--- config.mk ---
export PLATFORM = sky130hd
export DESIGN_NAME = cdb_alu
export DESIGN_NICKNAME = d
export VERILOG_FILES = /design/src/hw/cdb_pkg.sv /design/src/hw/cdb_bcd_adjust.sv /design/src/hw/cdb_alu.sv
export SDC_FILE = /design/constraint.sdc
export NUM_CORES = 1
export LEC_CHECK = 0
export ABC_AREA = 1
export BUFFER_PORTS_ARGS = -buffer_cell sky130_fd_sc_hd__buf_2
export CAP_MARGIN = 40
export CORE_MARGIN = 2
export CORE_UTILIZATION = 50
export DETAILED_ROUTE_END_ITERATION = 6
export PLACE_DENSITY = 0.82
export SLEW_MARGIN = 10
export SYNTH_ARGS = -nofsm -noshare
export SYNTH_HDL_FRONTEND = slang
export SYNTH_SLANG_ARGS = --single-unit
export TNS_END_PERCENT = 30
--- constraint.sdc ---
create_clock -name sys_clk -period 2.3 [get_ports sys_clk]
set_input_delay 0 -clock sys_clk [delete_from_list [all_inputs] [get_ports sys_clk]]
set_output_delay 0 -clock sys_clk [all_outputs]
set_load 0.05 [all_outputs]
--- src/hw/cdb_pkg.sv ---
// constants and types shared by the compare / count-down / bcd datapath
package cdb_pkg;

  // ----------------------------------------------------------------
  // datapath widths and operand limits
  // ----------------------------------------------------------------
  localparam int DATA_W = 8;
  localparam int FILE_ADDR_W = 6;
  localparam logic [5:0] MAX_FILE_ADDR = 6'h3F;
  localparam logic DEST_ACC = 1'b0;
  localparam logic DEST_FILE = 1'b1;
  localparam logic [7:0] ONE_VAL = 8'h01;
  localparam logic [7:0] ZERO_VAL = 8'h00;

  // ----------------------------------------------------------------
  // decimal adjust constants
  // ----------------------------------------------------------------
  localparam logic [3:0] BCD_DIGIT_MAX = 4'h9;
  localparam logic [7:0] BCD_BYTE_MAX = 8'h99;
  localparam logic [8:0] BCD_FIX_LOW = 9'h006;
  localparam logic [8:0] BCD_FIX_HIGH = 9'h060;

  // ----------------------------------------------------------------
  // register map (byte addresses) and field positions
  // ----------------------------------------------------------------
  localparam int BUS_ADDR_W = 4;
  localparam logic [3:0] FLAGS_OFS = 4'h0;
  localparam logic [3:0] STATUS_OFS = 4'h4;
  localparam logic [3:0] OPCNT_OFS = 4'h8;
  localparam int FLAG_Z_BIT = 0;
  localparam int FLAG_C_BIT = 1;
  localparam int FLAG_DC_BIT = 2;
  localparam int STAT_OP_LSB = 0;
  localparam int STAT_SKIP_BIT = 2;
  localparam int STAT_READY_BIT = 3;
  localparam logic [31:0] UNMAPPED_VAL = 32'h0000_0000;
  localparam int OPCNT_W = 16;

  // ----------------------------------------------------------------
  // timing: cycles per instruction
  // ----------------------------------------------------------------
  localparam int PLAIN_CYCLES = 1;
  localparam int SKIP_CYCLES = 2;

  // ----------------------------------------------------------------
  // operation codes and state machines
  // ----------------------------------------------------------------
  typedef enum logic [1:0] {
    compare_op = 2'b00,
    count_down_op = 2'b01,
    count_down_skip_op = 2'b10,
    bcd_adjust_op = 2'b11
  } cdb_op_t;

  typedef enum logic [0:0] {
    exec_ready = 1'b0,
    exec_nop = 1'b1
  } cdb_exec_t;

  typedef enum logic [0:0] {
    bus_idle = 1'b0,
    bus_ack = 1'b1
  } cdb_bus_t;

endpackage : cdb_pkg

--- src/hw/cdb_bcd_adjust.sv ---
// decimal adjust of the working register after a binary addition
`timescale 1ns/1ps
module cdb_bcd_adjust
  import cdb_pkg::*;
(
  input wire logic [7:0] bin_val,
  input wire logic carry_in,
  input wire logic digit_carry_in,
  output logic [7:0] bcd_val,
  output logic carry_out
);

  logic lo_fix;
  logic hi_fix;
  logic [8:0] sum;

  // ----------------------------------------------------------------
  // correction terms
  // ----------------------------------------------------------------
  // high fix looks at the whole byte so a low-digit correction that
  // ripples into a 9 in the high digit is still caught
  always_comb begin
    lo_fix = digit_carry_in || (bin_val[3:0] > BCD_DIGIT_MAX);
    hi_fix = carry_in || (bin_val > BCD_BYTE_MAX);
    sum = {1'b0, bin_val};
    if (lo_fix) begin
      sum = sum + BCD_FIX_LOW;
    end
    if (hi_fix) begin
      sum = sum + BCD_FIX_HIGH;
    end
    bcd_val = sum[7:0];
    carry_out = hi_fix || sum[8];
  end

endmodule : cdb_bcd_adjust

--- src/hw/cdb_alu.sv ---
// compare, count-down, count-down-skip and bcd adjust datapath with flag and bus logic
`timescale 1ns/1ps
// Notes on behaviour
// - compare subtracts the working register from the addressed file register and sets zero and carry from it.
// - compare writes no result anywhere and completes in one instruction cycle.
// - count-down writes file value minus one to the working register (dest 0) or the file (dest 1), touches only zero, one cycle.
// - count-down-skip stores file value minus one to the destination picked exactly as for count-down.
// - a zero count-down-skip result drops the fetched instruction and runs a nop, two cycles; otherwise one.
// - bcd adjust turns the binary sum in the working register into packed decimal, writes it back, changes only carry.
module cdb_alu
  import cdb_pkg::*;
#(
  parameter int ADDR_W = FILE_ADDR_W
)(
  input wire logic sys_clk,
  input wire logic arst_n,
  // instruction side, from the decoder on the same clock
  input wire logic op_valid,
  input wire logic [1:0] op_code,
  input wire logic op_dest,
  input wire logic [ADDR_W-1:0] op_file_addr,
  input wire logic [7:0] file_data,
  input wire logic [7:0] acc_data,
  // flag updates from instructions outside this block
  input wire logic ext_flag_we,
  input wire logic ext_z,
  input wire logic ext_c,
  input wire logic ext_dc,
  output logic op_ready,
  output logic res_valid,
  output logic [7:0] res_data,
  output logic res_to_acc,
  output logic res_to_file,
  output logic [ADDR_W-1:0] res_file_addr,
  output logic skip_fetched,
  output logic flag_z,
  output logic flag_c,
  output logic flag_dc,
  // avalon-mm slave
  input wire logic [BUS_ADDR_W-1:0] avs_address,
  input wire logic avs_read,
  input wire logic avs_write,
  input wire logic [31:0] avs_writedata,
  input wire logic [3:0] avs_byteenable,
  output logic [31:0] avs_readdata,
  output logic avs_waitrequest
);

  // ----------------------------------------------------------------
  // elaboration checks
  // ----------------------------------------------------------------
  // the file space is at most 64 entries; a wider port has no meaning
  if (ADDR_W < 1 || ADDR_W > FILE_ADDR_W) begin : g_bad_addr_w
    $error("cdb_alu: ADDR_W must be 1..6");
  end

  // ----------------------------------------------------------------
  // state
  // ----------------------------------------------------------------
  typedef struct packed {
    cdb_exec_t exec;
    logic ready;
    logic valid;
    logic [7:0] data;
    logic to_acc;
    logic to_file;
    logic [ADDR_W-1:0] addr;
    logic skip;
    logic z;
    logic c;
    logic dc;
    cdb_op_t last_op;
    logic [OPCNT_W-1:0] opcnt;
    cdb_bus_t bus;
    logic wait_req;
    logic [31:0] rdata;
  } cdb_state_t;

  cdb_state_t state_r;
  cdb_state_t state_nxt;

  logic take;
  cdb_op_t op;
  logic [7:0] dec_val;
  logic [8:0] cmp_diff;
  logic [7:0] bcd_val;
  logic bcd_carry;

  // ----------------------------------------------------------------
  // decimal adjust unit
  // ----------------------------------------------------------------
  cdb_bcd_adjust u_bcd (
    .bin_val(acc_data),
    .carry_in(state_r.c),
    .digit_carry_in(state_r.dc),
    .bcd_val(bcd_val),
    .carry_out(bcd_carry)
  );

  // ----------------------------------------------------------------
  // next state
  // ----------------------------------------------------------------
  always_comb begin
    state_nxt = state_r;
    take = op_valid && state_r.ready;
    op = cdb_op_t'(op_code);
    dec_val = file_data - ONE_VAL;
    cmp_diff = {1'b0, file_data} - {1'b0, acc_data};

    // result strobes last one cycle
    state_nxt.valid = 1'b0;
    state_nxt.skip = 1'b0;
    state_nxt.to_acc = 1'b0;
    state_nxt.to_file = 1'b0;

    // bus writes to the flags lose to instructions in the same cycle
    if (state_r.bus == bus_ack && avs_write && avs_address == FLAGS_OFS && avs_byteenable[0] && !take) begin
      state_nxt.z = avs_writedata[FLAG_Z_BIT];
      state_nxt.c = avs_writedata[FLAG_C_BIT];
      state_nxt.dc = avs_writedata[FLAG_DC_BIT];
    end
    if (ext_flag_we && !take) begin
      state_nxt.z = ext_z;
      state_nxt.c = ext_c;
      state_nxt.dc = ext_dc;
    end

    case (state_r.exec)
      exec_ready: begin
        if (take) begin
          state_nxt.valid = 1'b1;
          state_nxt.addr = op_file_addr;
          state_nxt.last_op = op;
          state_nxt.opcnt = state_r.opcnt + 1'b1;
          case (op)
            compare_op: begin
              // difference goes out on res_data with no write strobe; only flags move
              state_nxt.data = cmp_diff[7:0];
              state_nxt.z = (cmp_diff[7:0] == ZERO_VAL);
              state_nxt.c = !cmp_diff[8];
            end
            count_down_op: begin
              state_nxt.data = dec_val;
              state_nxt.to_acc = (op_dest == DEST_ACC);
              state_nxt.to_file = (op_dest == DEST_FILE);
              state_nxt.z = (dec_val == ZERO_VAL);
            end
            count_down_skip_op: begin
              state_nxt.data = dec_val;
              state_nxt.to_acc = (op_dest == DEST_ACC);
              state_nxt.to_file = (op_dest == DEST_FILE);
              state_nxt.z = (dec_val == ZERO_VAL);
              if (dec_val == ZERO_VAL) begin
                // fetched word is already in the pipe; a nop cycle replaces it
                state_nxt.skip = 1'b1;
                state_nxt.ready = 1'b0;
                state_nxt.exec = exec_nop;
              end
            end
            bcd_adjust_op: begin
              // relies on the addition just before it having left c and dc
              state_nxt.data = bcd_val;
              state_nxt.to_acc = 1'b1;
              state_nxt.c = bcd_carry;
            end
            default: begin
              state_nxt.valid = 1'b0;
            end
          endcase
        end
      end
      exec_nop: begin
        state_nxt.ready = 1'b1;
        state_nxt.exec = exec_ready;
      end
      default: begin
        state_nxt.exec = exec_ready;
        state_nxt.ready = 1'b1;
      end
    endcase

    // bus slave: one wait cycle, then the answer
    case (state_r.bus)
      bus_idle: begin
        if (avs_read || avs_write) begin
          state_nxt.bus = bus_ack;
          state_nxt.wait_req = 1'b0;
          state_nxt.rdata = UNMAPPED_VAL;
          if (avs_read) begin
            case (avs_address)
              FLAGS_OFS: begin
                state_nxt.rdata[FLAG_Z_BIT] = state_r.z;
                state_nxt.rdata[FLAG_C_BIT] = state_r.c;
                state_nxt.rdata[FLAG_DC_BIT] = state_r.dc;
              end
              STATUS_OFS: begin
                state_nxt.rdata[STAT_OP_LSB +: 2] = state_r.last_op;
                state_nxt.rdata[STAT_SKIP_BIT] = (state_r.exec == exec_nop);
                state_nxt.rdata[STAT_READY_BIT] = state_r.ready;
              end
              OPCNT_OFS: begin
                state_nxt.rdata[OPCNT_W-1:0] = state_r.opcnt;
              end
              default: begin
                state_nxt.rdata = UNMAPPED_VAL;
              end
            endcase
          end
        end
      end
      bus_ack: begin
        state_nxt.bus = bus_idle;
        state_nxt.wait_req = 1'b1;
      end
      default: begin
        state_nxt.bus = bus_idle;
        state_nxt.wait_req = 1'b1;
      end
    endcase
  end

  // ----------------------------------------------------------------
  // registers
  // ----------------------------------------------------------------
  always_ff @(posedge sys_clk or negedge arst_n) begin
    if (!arst_n) begin
      state_r <= '{exec: exec_ready, ready: 1'b1, valid: 1'b0, data: 8'h00, to_acc: 1'b0,
                   to_file: 1'b0, addr: '0, skip: 1'b0, z: 1'b0, c: 1'b0, dc: 1'b0,
                   last_op: compare_op, opcnt: '0, bus: bus_idle, wait_req: 1'b1,
                   rdata: 32'h0000_0000};
    end else begin
      state_r <= state_nxt;
    end
  end

  // ----------------------------------------------------------------
  // outputs
  // ----------------------------------------------------------------
  assign op_ready = state_r.ready;
  assign res_valid = state_r.valid;
  assign res_data = state_r.data;
  assign res_to_acc = state_r.to_acc;
  assign res_to_file = state_r.to_file;
  assign res_file_addr = state_r.addr;
  assign skip_fetched = state_r.skip;
  assign flag_z = state_r.z;
  assign flag_c = state_r.c;
  assign flag_dc = state_r.dc;
  assign avs_readdata = state_r.rdata;
  assign avs_waitrequest = state_r.wait_req;

  // ----------------------------------------------------------------
  // checks
  // ----------------------------------------------------------------
  chk_cmp_carry_flag: assert property (
    @(posedge sys_clk) disable iff (!arst_n)
    op_valid && op_ready && op_code == compare_op
    |=> flag_c == ($past(file_data) >= $past(acc_data)))
    else $error("compare carry does not match no-borrow");

  chk_cmp_no_store: assert property (
    @(posedge sys_clk) disable iff (!arst_n)
    op_valid && op_ready && op_code == compare_op
    |=> res_valid && !res_to_acc && !res_to_file && op_ready)
    else $error("compare stored a result or stalled");

  chk_dec_dest_val: assert property (
    @(posedge sys_clk) disable iff (!arst_n)
    op_valid && op_ready && op_code == count_down_op
    |=> res_data == $past(file_data) - ONE_VAL && res_to_file == $past(op_dest)
        && res_to_acc != $past(op_dest) && flag_c == $past(flag_c) && op_ready)
    else $error("count-down result, destination or carry wrong");

  chk_decsz_dest_val: assert property (
    @(posedge sys_clk) disable iff (!arst_n)
    op_valid && op_ready && op_code == count_down_skip_op
    |=> res_data == $past(file_data) - ONE_VAL && res_to_file == $past(op_dest)
        && res_to_acc != $past(op_dest))
    else $error("count-down-skip result or destination wrong");

  chk_skip_two_cycle: assert property (
    @(posedge sys_clk) disable iff (!arst_n)
    op_valid && op_ready && op_code == count_down_skip_op && file_data == ONE_VAL
    |=> skip_fetched && !op_ready ##1 !skip_fetched && op_ready)
    else $error("zero result did not give one nop cycle");

  chk_skip_none: assert property (
    @(posedge sys_clk) disable iff (!arst_n)
    op_valid && op_ready && op_code == count_down_skip_op && file_data != ONE_VAL
    |=> !skip_fetched && op_ready)
    else $error("non-zero result skipped");

  chk_bcd_flags_keep: assert property (
    @(posedge sys_clk) disable iff (!arst_n)
    op_valid && op_ready && op_code == bcd_adjust_op
    |=> res_to_acc && !res_to_file && flag_z == $past(flag_z) && flag_dc == $past(flag_dc))
    else $error("bcd adjust wrote wrong place or moved zero");

  chk_zero_flag_op: assert property (
    @(posedge sys_clk) disable iff (!arst_n)
    res_valid && $past(op_code) != bcd_adjust_op |-> flag_z == (res_data == ZERO_VAL))
    else $error("zero flag does not follow result");

  chk_bus_answer: assert property (
    @(posedge sys_clk) disable iff (!arst_n)
    (avs_read || avs_write) && avs_waitrequest |=> !avs_waitrequest ##1 avs_waitrequest)
    else $error("bus answer not one cycle after request");

endmodule : cdb_alu

==> impl_metrics.csv, run 1 <==
group,metric,value,unit
outcome,outcome,"complete, no violations",
critical_path,library_cell_contributing_the_largest_single_delay_on_the_critical_path,"sky130_fd_sc_hd__dlygate4sd3_1",
grt,global_route_wire_length_before_repair,14100,um
sta,final.period_utilization,89.2,%
floorplan,die_height,90.9,um
worst_hold_path,hold_path_class,"in2reg",
power_and_ir_drop,max-vdd-ir-drop,0.313,mV
floorplan,design.portCount,129,
cts,cts_tree,"done",
layout,final_nets,643,
logic_synthesis,synth_top_cell_area_share,37.1,%
grt,antenna_found_initial,0,
cts,worst_setup_hold_path_clk_slew,0.07,ns
grt,first_global_vias,3162,
logic_synthesis,post_synthesis_sequential_element_count,58,
sta,fin_worst_hold_slack,0.0111,ns
logic_synthesis,yosysSeqAreaShare,38.5,%
grt,grt_start_max_net_pins,25,
layout,layout-drive-gt1-share,22.3,%
floorplan,effective_utilization_at_floorplan,51.8,%
cts,skew_pair_late_insertion_delay,0.34,ns
placed_design,io_buffers,80,
critical_path,cp.required,2.58,ns
floorplan,dieArea,0.00826,mm2
job,maxCapViolCount,0,
detailed_routing,wirelength,8440,um
logic_synthesis,mappedNetlistArea,0.00377,mm2
sta,maxClockFrequency,0.488,GHz
critical_path,worst_path_dominant_cell_family,"buffers and inverters",
grt,globalRouteOverflowTotal,0,
detailed_routing,detail_route.vias_per_cell,4.95,
logic_synthesis,synth_area_leader_cell,"sky130_fd_sc_hd__dfrtp_1",
detailed_routing,detailedRoute.firstIterationViolations,186,
detailed_routing,drc_violation_count_after_routing,0,
logic_synthesis,synthTopCellsByArea,"sky130_fd_sc_hd__dfrtp_1 37%, sky130_fd_sc_hd__nand2_1 12%, sky130_fd_sc_hd__buf_4 9.2%",
placed_design,final_weighted_congestion_of_routability_driven_global_placement,0.933,
power_and_ir_drop,static-leakage-power,2.47,nW
floorplan,die_x,90.9,um
critical_path,crit_path_cell_trace,"dlygate4sd3_1 > buf_2 > inv_1 > ha_1 > inv_1 > fa_2 > xor2_1 > nor3_1 > nand2_1 > nor2_1 > nand3_1 > nor2_1 > nor2_1 > nor2_1",
power_and_ir_drop,power.density_cell_area,583,mW/mm2
cts,clock_tree.buffer_depth,2,
logic_synthesis,synth.distinct_cells,33,
placed_design,place_hpwl,6490,um
cts,cts_root_buf,"sky130_fd_sc_hd__clkbuf_8",
layout,areaGrowthSynthToFinish,16.4,%
critical_path,cp_common_cell,"sky130_fd_sc_hd__nor2_1",
critical_path,cp-end-kind,"flip-flop",
critical_path,worst-path-buf-inv,4,
logic_synthesis,synth_area_per_cell,7.88,um2
detailed_routing,route.vias.total,3250,
floorplan,row_count,31,
layout,number_of_antenna_cells_inserted,0,
critical_path,crit_path_max_fanout,4,
sta,finalSetupTns,0,ns
sta,final-setup-viol-count,0,
cts,cts_num_sinks,58,
critical_path,max_stage_delay,0.52,ns
cts,post-cts-setup-buffers,0,
critical_path,timing.critical_path.arrival,2.33,ns
sta,final-hold-violation-count,0,
logic_synthesis,synth-warning-count,0,
critical_path,cp-start-kind,"input pin",
sta,worst_slew_margin_rel,64.1,%
sta,fin_worst_skew,0.0134,ns
sta,layout_min_cycle_time,2.05,ns
cts,ctsHtreeMaxLevel,3,
sta,slew_violations,0,
detailed_routing,drt_pass1_iterations,5,
sta,worst-slew-pin-transition,0.534,ns
grt,grt_use_total,21.3,%
detailed_routing,drtAntennaViolNets,0,
detailed_routing,average_detailed_routed_wire_length_per_instance,12.9,um
sta,rsz0062_at_grt,"false",
logic_synthesis,syn_inst,479,
cts,cts_buffers,9,
critical_path,kind_of_critical_path,"in2reg",
floorplan,core,0.00729,mm2
-- registers in the layout, summed over array words and instances (netlist names) --
register         count
avs_readdata        16
avs_waitrequest      1
flag_c               1
flag_dc              1
flag_z               1
op_ready             1
res_data             8
res_file_addr        6
res_to_acc           1
res_to_file          1
res_valid            1
state_r             20
-- cells in the final DEF, fill, tap and decap left out, drive strengths merged --
master and n:
or2 3, fa 1, o21ai 25, nand3b 1, o221ai 1, conb 16
dlygate4sd3 15, o31ai 1, xor2 17, nor3 10, xnor2 9, nand4 6
bufinv 2, a21oi 20, a21boi 1, inv 48, o22ai 1, nand2 126
clkinvlp 2, a32o 5, nand3 39, dfrtp 56, ha 16, dfstp 2
clkinv 2, clkbuf 9, buf 86, nor2 37
-- stage by stage --
stage | worst slack [ns] | cell area (um2) | instances | utilization [%] | power, W
after detailed placement | 0.353 | 4020 | 625 | 55.1 | 0.00150
after CTS | 0.151 | 4390 | 656 | 60.2 | 0.00257
after floorplan | 0.430 | 3830 | 494 | - | 0.00139
after global placement | 0.405 | 4020 | 625 | 55.1 | 0.00149
after global routing | 0.0201 | 4390 | 656 | 60.3 | 0.00268
final | 0.249 | 4390 | 656 | 60.3 | 0.00256
-- synth_stat cells --
master / instances
sky130_fd_sc_hd__dfstp_2: 2
sky130_fd_sc_hd__o221ai_1: 1
sky130_fd_sc_hd__a21boi_0: 1
sky130_fd_sc_hd__nor2_2: 3
sky130_fd_sc_hd__a32o_1: 5
sky130_fd_sc_hd__nor3_1: 7
sky130_fd_sc_hd__buf_4: 46
sky130_fd_sc_hd__o22ai_1: 1
sky130_fd_sc_hd__buf_6: 1
sky130_fd_sc_hd__nand2_4: 1
sky130_fd_sc_hd__xnor2_1: 9
sky130_fd_sc_hd__xor2_1: 17
sky130_fd_sc_hd__clkbuf_1: 7
sky130_fd_sc_hd__o31ai_1: 1
sky130_fd_sc_hd__nand3_1: 36
sky130_fd_sc_hd__nand3b_4: 1
sky130_fd_sc_hd__ha_1: 16
sky130_fd_sc_hd__dfrtp_1: 56
sky130_fd_sc_hd__conb_1: 1
sky130_fd_sc_hd__nand2_1: 124
sky130_fd_sc_hd__o21ai_1: 3
sky130_fd_sc_hd__o21ai_0: 22
sky130_fd_sc_hd__fa_1: 1
sky130_fd_sc_hd__nand2_2: 1
sky130_fd_sc_hd__nand3_2: 3
sky130_fd_sc_hd__or2_2: 3
sky130_fd_sc_hd__nor3_2: 3
sky130_fd_sc_hd__nor2_1: 31
sky130_fd_sc_hd__inv_2: 1
sky130_fd_sc_hd__inv_1: 46
sky130_fd_sc_hd__a21oi_1: 20
sky130_fd_sc_hd__nand4_1: 6
sky130_fd_sc_hd__nor2_4: 3
-- kinds of logic (layout without fill, tap and decap cells) --
logic type / after synthesis / count (layout) / synth area share [%]
compound gates: 54 / 54 / 8.09
xor+xnor: 26 / 26 / 6.03
fa+ha+maj: 17 / 17 / 5.84
buf+inv: 101 / 164 / 14.8
flops: 58 / 58 / 38.5
other cells: 1 / 16 / 0.0994
simple gates: 222 / 222 / 26.6
-- timing repair --
item / CTS / global route
endpoints found under the setup margin: 0 / 1
hold endpoints to repair: 32 / 0
hold buffers: 15 / 0
gates resized for setup: 0 / 1
-- routing by layer --
metal  GRT usage, %  share of wire (%)  vias to the layer above
met4           9.34                2.5                        0
li1               -                  -                     1622
met3           3.76                6.8                       18
met2           37.6                 50                      115
met1           25.4                 41                     1495
met5              0                  0                        -
-- area by class of cell --
| cell class | instances | area (um2) |
|---|---|---|
| clock buffer | 9 | 124 |
| tap | 99 | 124 |
| fill | 663 | 2900 |
| timing repair buffer | 101 | 596 |
| multi-input combinational | 335 | 1820 |
| clock inverter | 7 | 101 |
| inverter | 47 | 176 |
| sequential | 58 | 1450 |
-- worst paths after layout --
kind                                        from               to  slack, ns  cells after the start
worst max register to register          op_ready      state_r[49]       0.41                     10
max in group asynchronous                 arst_n  avs_waitrequest       1.40                      3
worst max-delay path                file_data[0]           flag_z       0.25                     14
worst min register to register       state_r[48]      state_r[48]       0.47                      1
min in group asynchronous                 arst_n      res_data[2]       0.18                      2
worst min-delay path            avs_writedata[1]           flag_c       0.01                      5
-- power by group --
part	total (W)	internal [W]	switching (W)
clock network	0.00105	0.000616	0.000437
logic	0.000463	0.000144	0.000319
registers	0.00104	0.00104	0.00000960
total	0.00256	0.00180	0.000765
-- worst register-to-register path, stage by stage (launching register included) --
cell and delay (ns):
sky130_fd_sc_hd__dfstp_2 0.58, sky130_fd_sc_hd__nand2_2 0.09, sky130_fd_sc_hd__nor2_4 0.22, sky130_fd_sc_hd__inv_2 0.09
sky130_fd_sc_hd__nor2_4 0.11, sky130_fd_sc_hd__nand3_2 0.09, sky130_fd_sc_hd__nor2_2 0.14, sky130_fd_sc_hd__nand3_2 0.12
sky130_fd_sc_hd__nor2_2 0.13, sky130_fd_sc_hd__nand2_1 0.08, sky130_fd_sc_hd__xor2_1 0.14
(Power assumes the default switching activity.)
==> run 2: changes to the inputs <==
--- a/config.mk
+++ b/config.mk
@@ -9,9 +9,9 @@
 export BUFFER_PORTS_ARGS = -buffer_cell sky130_fd_sc_hd__buf_2
 export CAP_MARGIN = 40
 export CORE_MARGIN = 2
-export CORE_UTILIZATION = 50
+export CORE_UTILIZATION = 35
 export DETAILED_ROUTE_END_ITERATION = 6
-export PLACE_DENSITY = 0.82
+export PLACE_DENSITY = 0.61
 export SLEW_MARGIN = 10
 export SYNTH_ARGS = -nofsm -noshare
 export SYNTH_HDL_FRONTEND = slang
==> impl_metrics.csv, run 2 (synthesis results as in run 1) <==
group,metric,value,unit
outcome,outcome,"complete, no violations",
cts,clock_tree.buffer_depth,2,
grt,antenna_found_initial,0,
grt,grt_start_max_net_pins,59,
placed_design,dpl.cell_count,661,
cts,cts_tree,"done",
detailed_routing,route.vias.total,3274,
worst_hold_path,hold_path_class,"in2reg",
cts,cts_num_sinks,58,
detailed_routing,average_detailed_routed_wire_length_per_instance,13.1,um
critical_path,cp_common_cell,"sky130_fd_sc_hd__nand2_1",
floorplan,design.portCount,129,
floorplan,die_x,108,um
power_and_ir_drop,power.density_cell_area,538,mW/mm2
sta,fin_worst_skew,0.00538,ns
sta,layout_min_cycle_time,2.12,ns
layout,number_of_flip_flops_under_the_largest_register_name,20,
critical_path,regToRegEndpoint,"flag_c",
sta,final.period_utilization,92.1,%
sta,maxClockFrequency,0.472,GHz
grt,global_route_wire_length_before_repair,14600,um
critical_path,crit_path_cell_trace,"nand2_2 > nor2_4 > inv_2 > buf_4 > nor2_1 > a21oi_1 > nand2_1 > dlygate4sd3_1 > nand2_1 > inv_1",
cts,skew_pair_late_insertion_delay,0.34,ns
grt,globalRouteOverflowTotal,0,
critical_path,kind_of_critical_path,"reg2reg",
floorplan,die_height,108,um
critical_path,library_cell_contributing_the_largest_single_delay_on_the_critical_path,"sky130_fd_sc_hd__dfstp_2",
sta,worst_slew_margin_rel,49.9,%
critical_path,crit-reg2reg-launch,"op_ready",
worst_hold_path,timing.hold.worst_endpoint,"flag_z",
placed_design,io_buffers,80,
sta,final-hold-violation-count,0,
critical_path,max_stage_delay,0.58,ns
detailed_routing,detailedRoute.firstIterationViolations,139,
cts,ctsResizeCount,0,
critical_path,cp-end-kind,"flip-flop",
power_and_ir_drop,max-vdd-ir-drop,0.285,mV
grt,first_global_vias,3047,
detailed_routing,wirelength,9110,um
critical_path,worst_path_dominant_cell_family,"buffers and inverters",
layout,fill_cells,1085,
floorplan,dieArea,0.0116,mm2
layout,final_cell_mix,"124 x sky130_fd_sc_hd__nand2_1, 80 x sky130_fd_sc_hd__buf_2, 56 x sky130_fd_sc_hd__dfrtp_1",
layout,post_layout_cell_count,695,
critical_path,crit_path_max_fanout,24,
layout,number_of_antenna_cells_inserted,0,
sta,slew_violations,0,
critical_path,timing.critical_path.arrival,2.40,ns
detailed_routing,drtAntennaViolNets,0,
sta,rsz0062_at_grt,"false",
detailed_routing,drt_pass1_iterations,4,
sta,final-setup-viol-count,0,
floorplan,core,0.0104,mm2
floorplan,effective_utilization_at_floorplan,36.2,%
worst_hold_path,hold_path_depth,5,
floorplan,row_count,37,
critical_path,cp.required,2.58,ns
layout,top_register,"state_r",
cts,cts_root_buf,"sky130_fd_sc_hd__clkbuf_8",
sta,finalSetupTns,0,ns
power_and_ir_drop,static-leakage-power,2.45,nW
power_and_ir_drop,power.total,0.00237,W
grt,grt_use_total,16.2,%
detailed_routing,drc_violation_count_after_routing,0,
layout,areaGrowthSynthToFinish,16.8,%
critical_path,worstRegToRegCells,10,
sta,post-route-worst-setup-slack,0.181,ns
critical_path,worst-path-buf-inv,4,
placed_design,worst_setup_slack_post_dpl,0.368,ns
detailed_routing,detail_route.vias_per_cell,4.71,
layout,mostFrequentLayoutCell,"sky130_fd_sc_hd__nand2_1",
cts,worst_setup_hold_path_clk_slew,0.07,ns
layout,final_nets,645,
placed_design,place_hpwl,6830,um
layout,layout-drive-gt1-share,22.2,%
sta,worst-slew-pin-transition,0.752,ns
critical_path,cp-start-kind,"flip-flop",
placed_design,final_weighted_congestion_of_routability_driven_global_placement,0.918,
job,maxCapViolCount,0,
critical_path,worst-r2r-setup-slack,0.18,ns
cts,cts_buffers,9,
worst_hold_path,hp-start,"ext_z",
cts,ctsHtreeMaxLevel,3,
run 2: power by group:
part           switching [W]  internal [W]
sequential        0.00000886       0.00104
clock               0.000436      0.000419
combinational       0.000329      0.000145
total               0.000774       0.00160
run 2: repair_timing:
item | 4_1_cts | 5_1_grt
endpoints found under the setup margin | 0 | 1
hold endpoints to repair | 72 | 0
buffers inserted | 0 | 2
hold buffers | 16 | 0
run 2: layout make-up:
| class | count | area (um2) | area share, % |
|---|---|---|---|
| Multi-Input combinational cell | 335 | 1820 | 41.2 |
| Sequential cell | 58 | 1450 | 33.0 |
| Timing Repair Buffer | 103 | 613 | 13.9 |
| Inverter | 47 | 176 | 4.00 |
| Tap cell | 136 | 170 | 3.86 |
| Clock buffer | 10 | 138 | 3.12 |
| Clock inverter | 6 | 41.3 | 0.936 |
run 2: worst max-delay path by stage:
stage | cells after the start | startpoint | slack [ns] | end
after floorplan | 11 | flag_dc | 0.43 | res_data[6]
after global placement | 10 | op_ready | 0.41 | state_r[49]
after detailed placement | 10 | op_ready | 0.37 | state_r[49]
after CTS | 10 | op_ready | 0.12 | flag_c
after global routing | 15 | file_data[0] | 0.06 | flag_z
final | 10 | op_ready | 0.18 | flag_c
run 2: worst register-to-register path, delay by kind of cell, from the launching register on:
| family | cells | cell delay (ns) |
|---|---|---|
| compound gates | 1 | 0.06 |
| simple gates | 5 | 0.54 |
| buf+inv | 4 | 0.89 |
| flops | 1 | 0.58 |
run 2: per-layer routing:
metal | up-vias | global-route usage [%] | share of wire (%)
met4 | 0 | 7.51 | 2.7
li1 | 1628 | - | -
met3 | 20 | 3.63 | 5.1
met2 | 100 | 26.1 | 47
met1 | 1526 | 20.5 | 45
met5 | - | 0 | 0
run 2: per-stage QoR:
| stage | cell area [um2] | utilization [%] | hold slack [ns] |
|---|---|---|---|
| CTS | 4390 | 42.2 | 0.0148 |
| global placement | 4060 | 38.9 | 0.198 |
| finish | 4410 | 42.3 | 0.0274 |
| detailed placement | 4060 | 38.9 | 0.205 |
| global route | 4410 | 42.3 | 0.0263 |
| floorplan | 3830 | - | -0.296 |
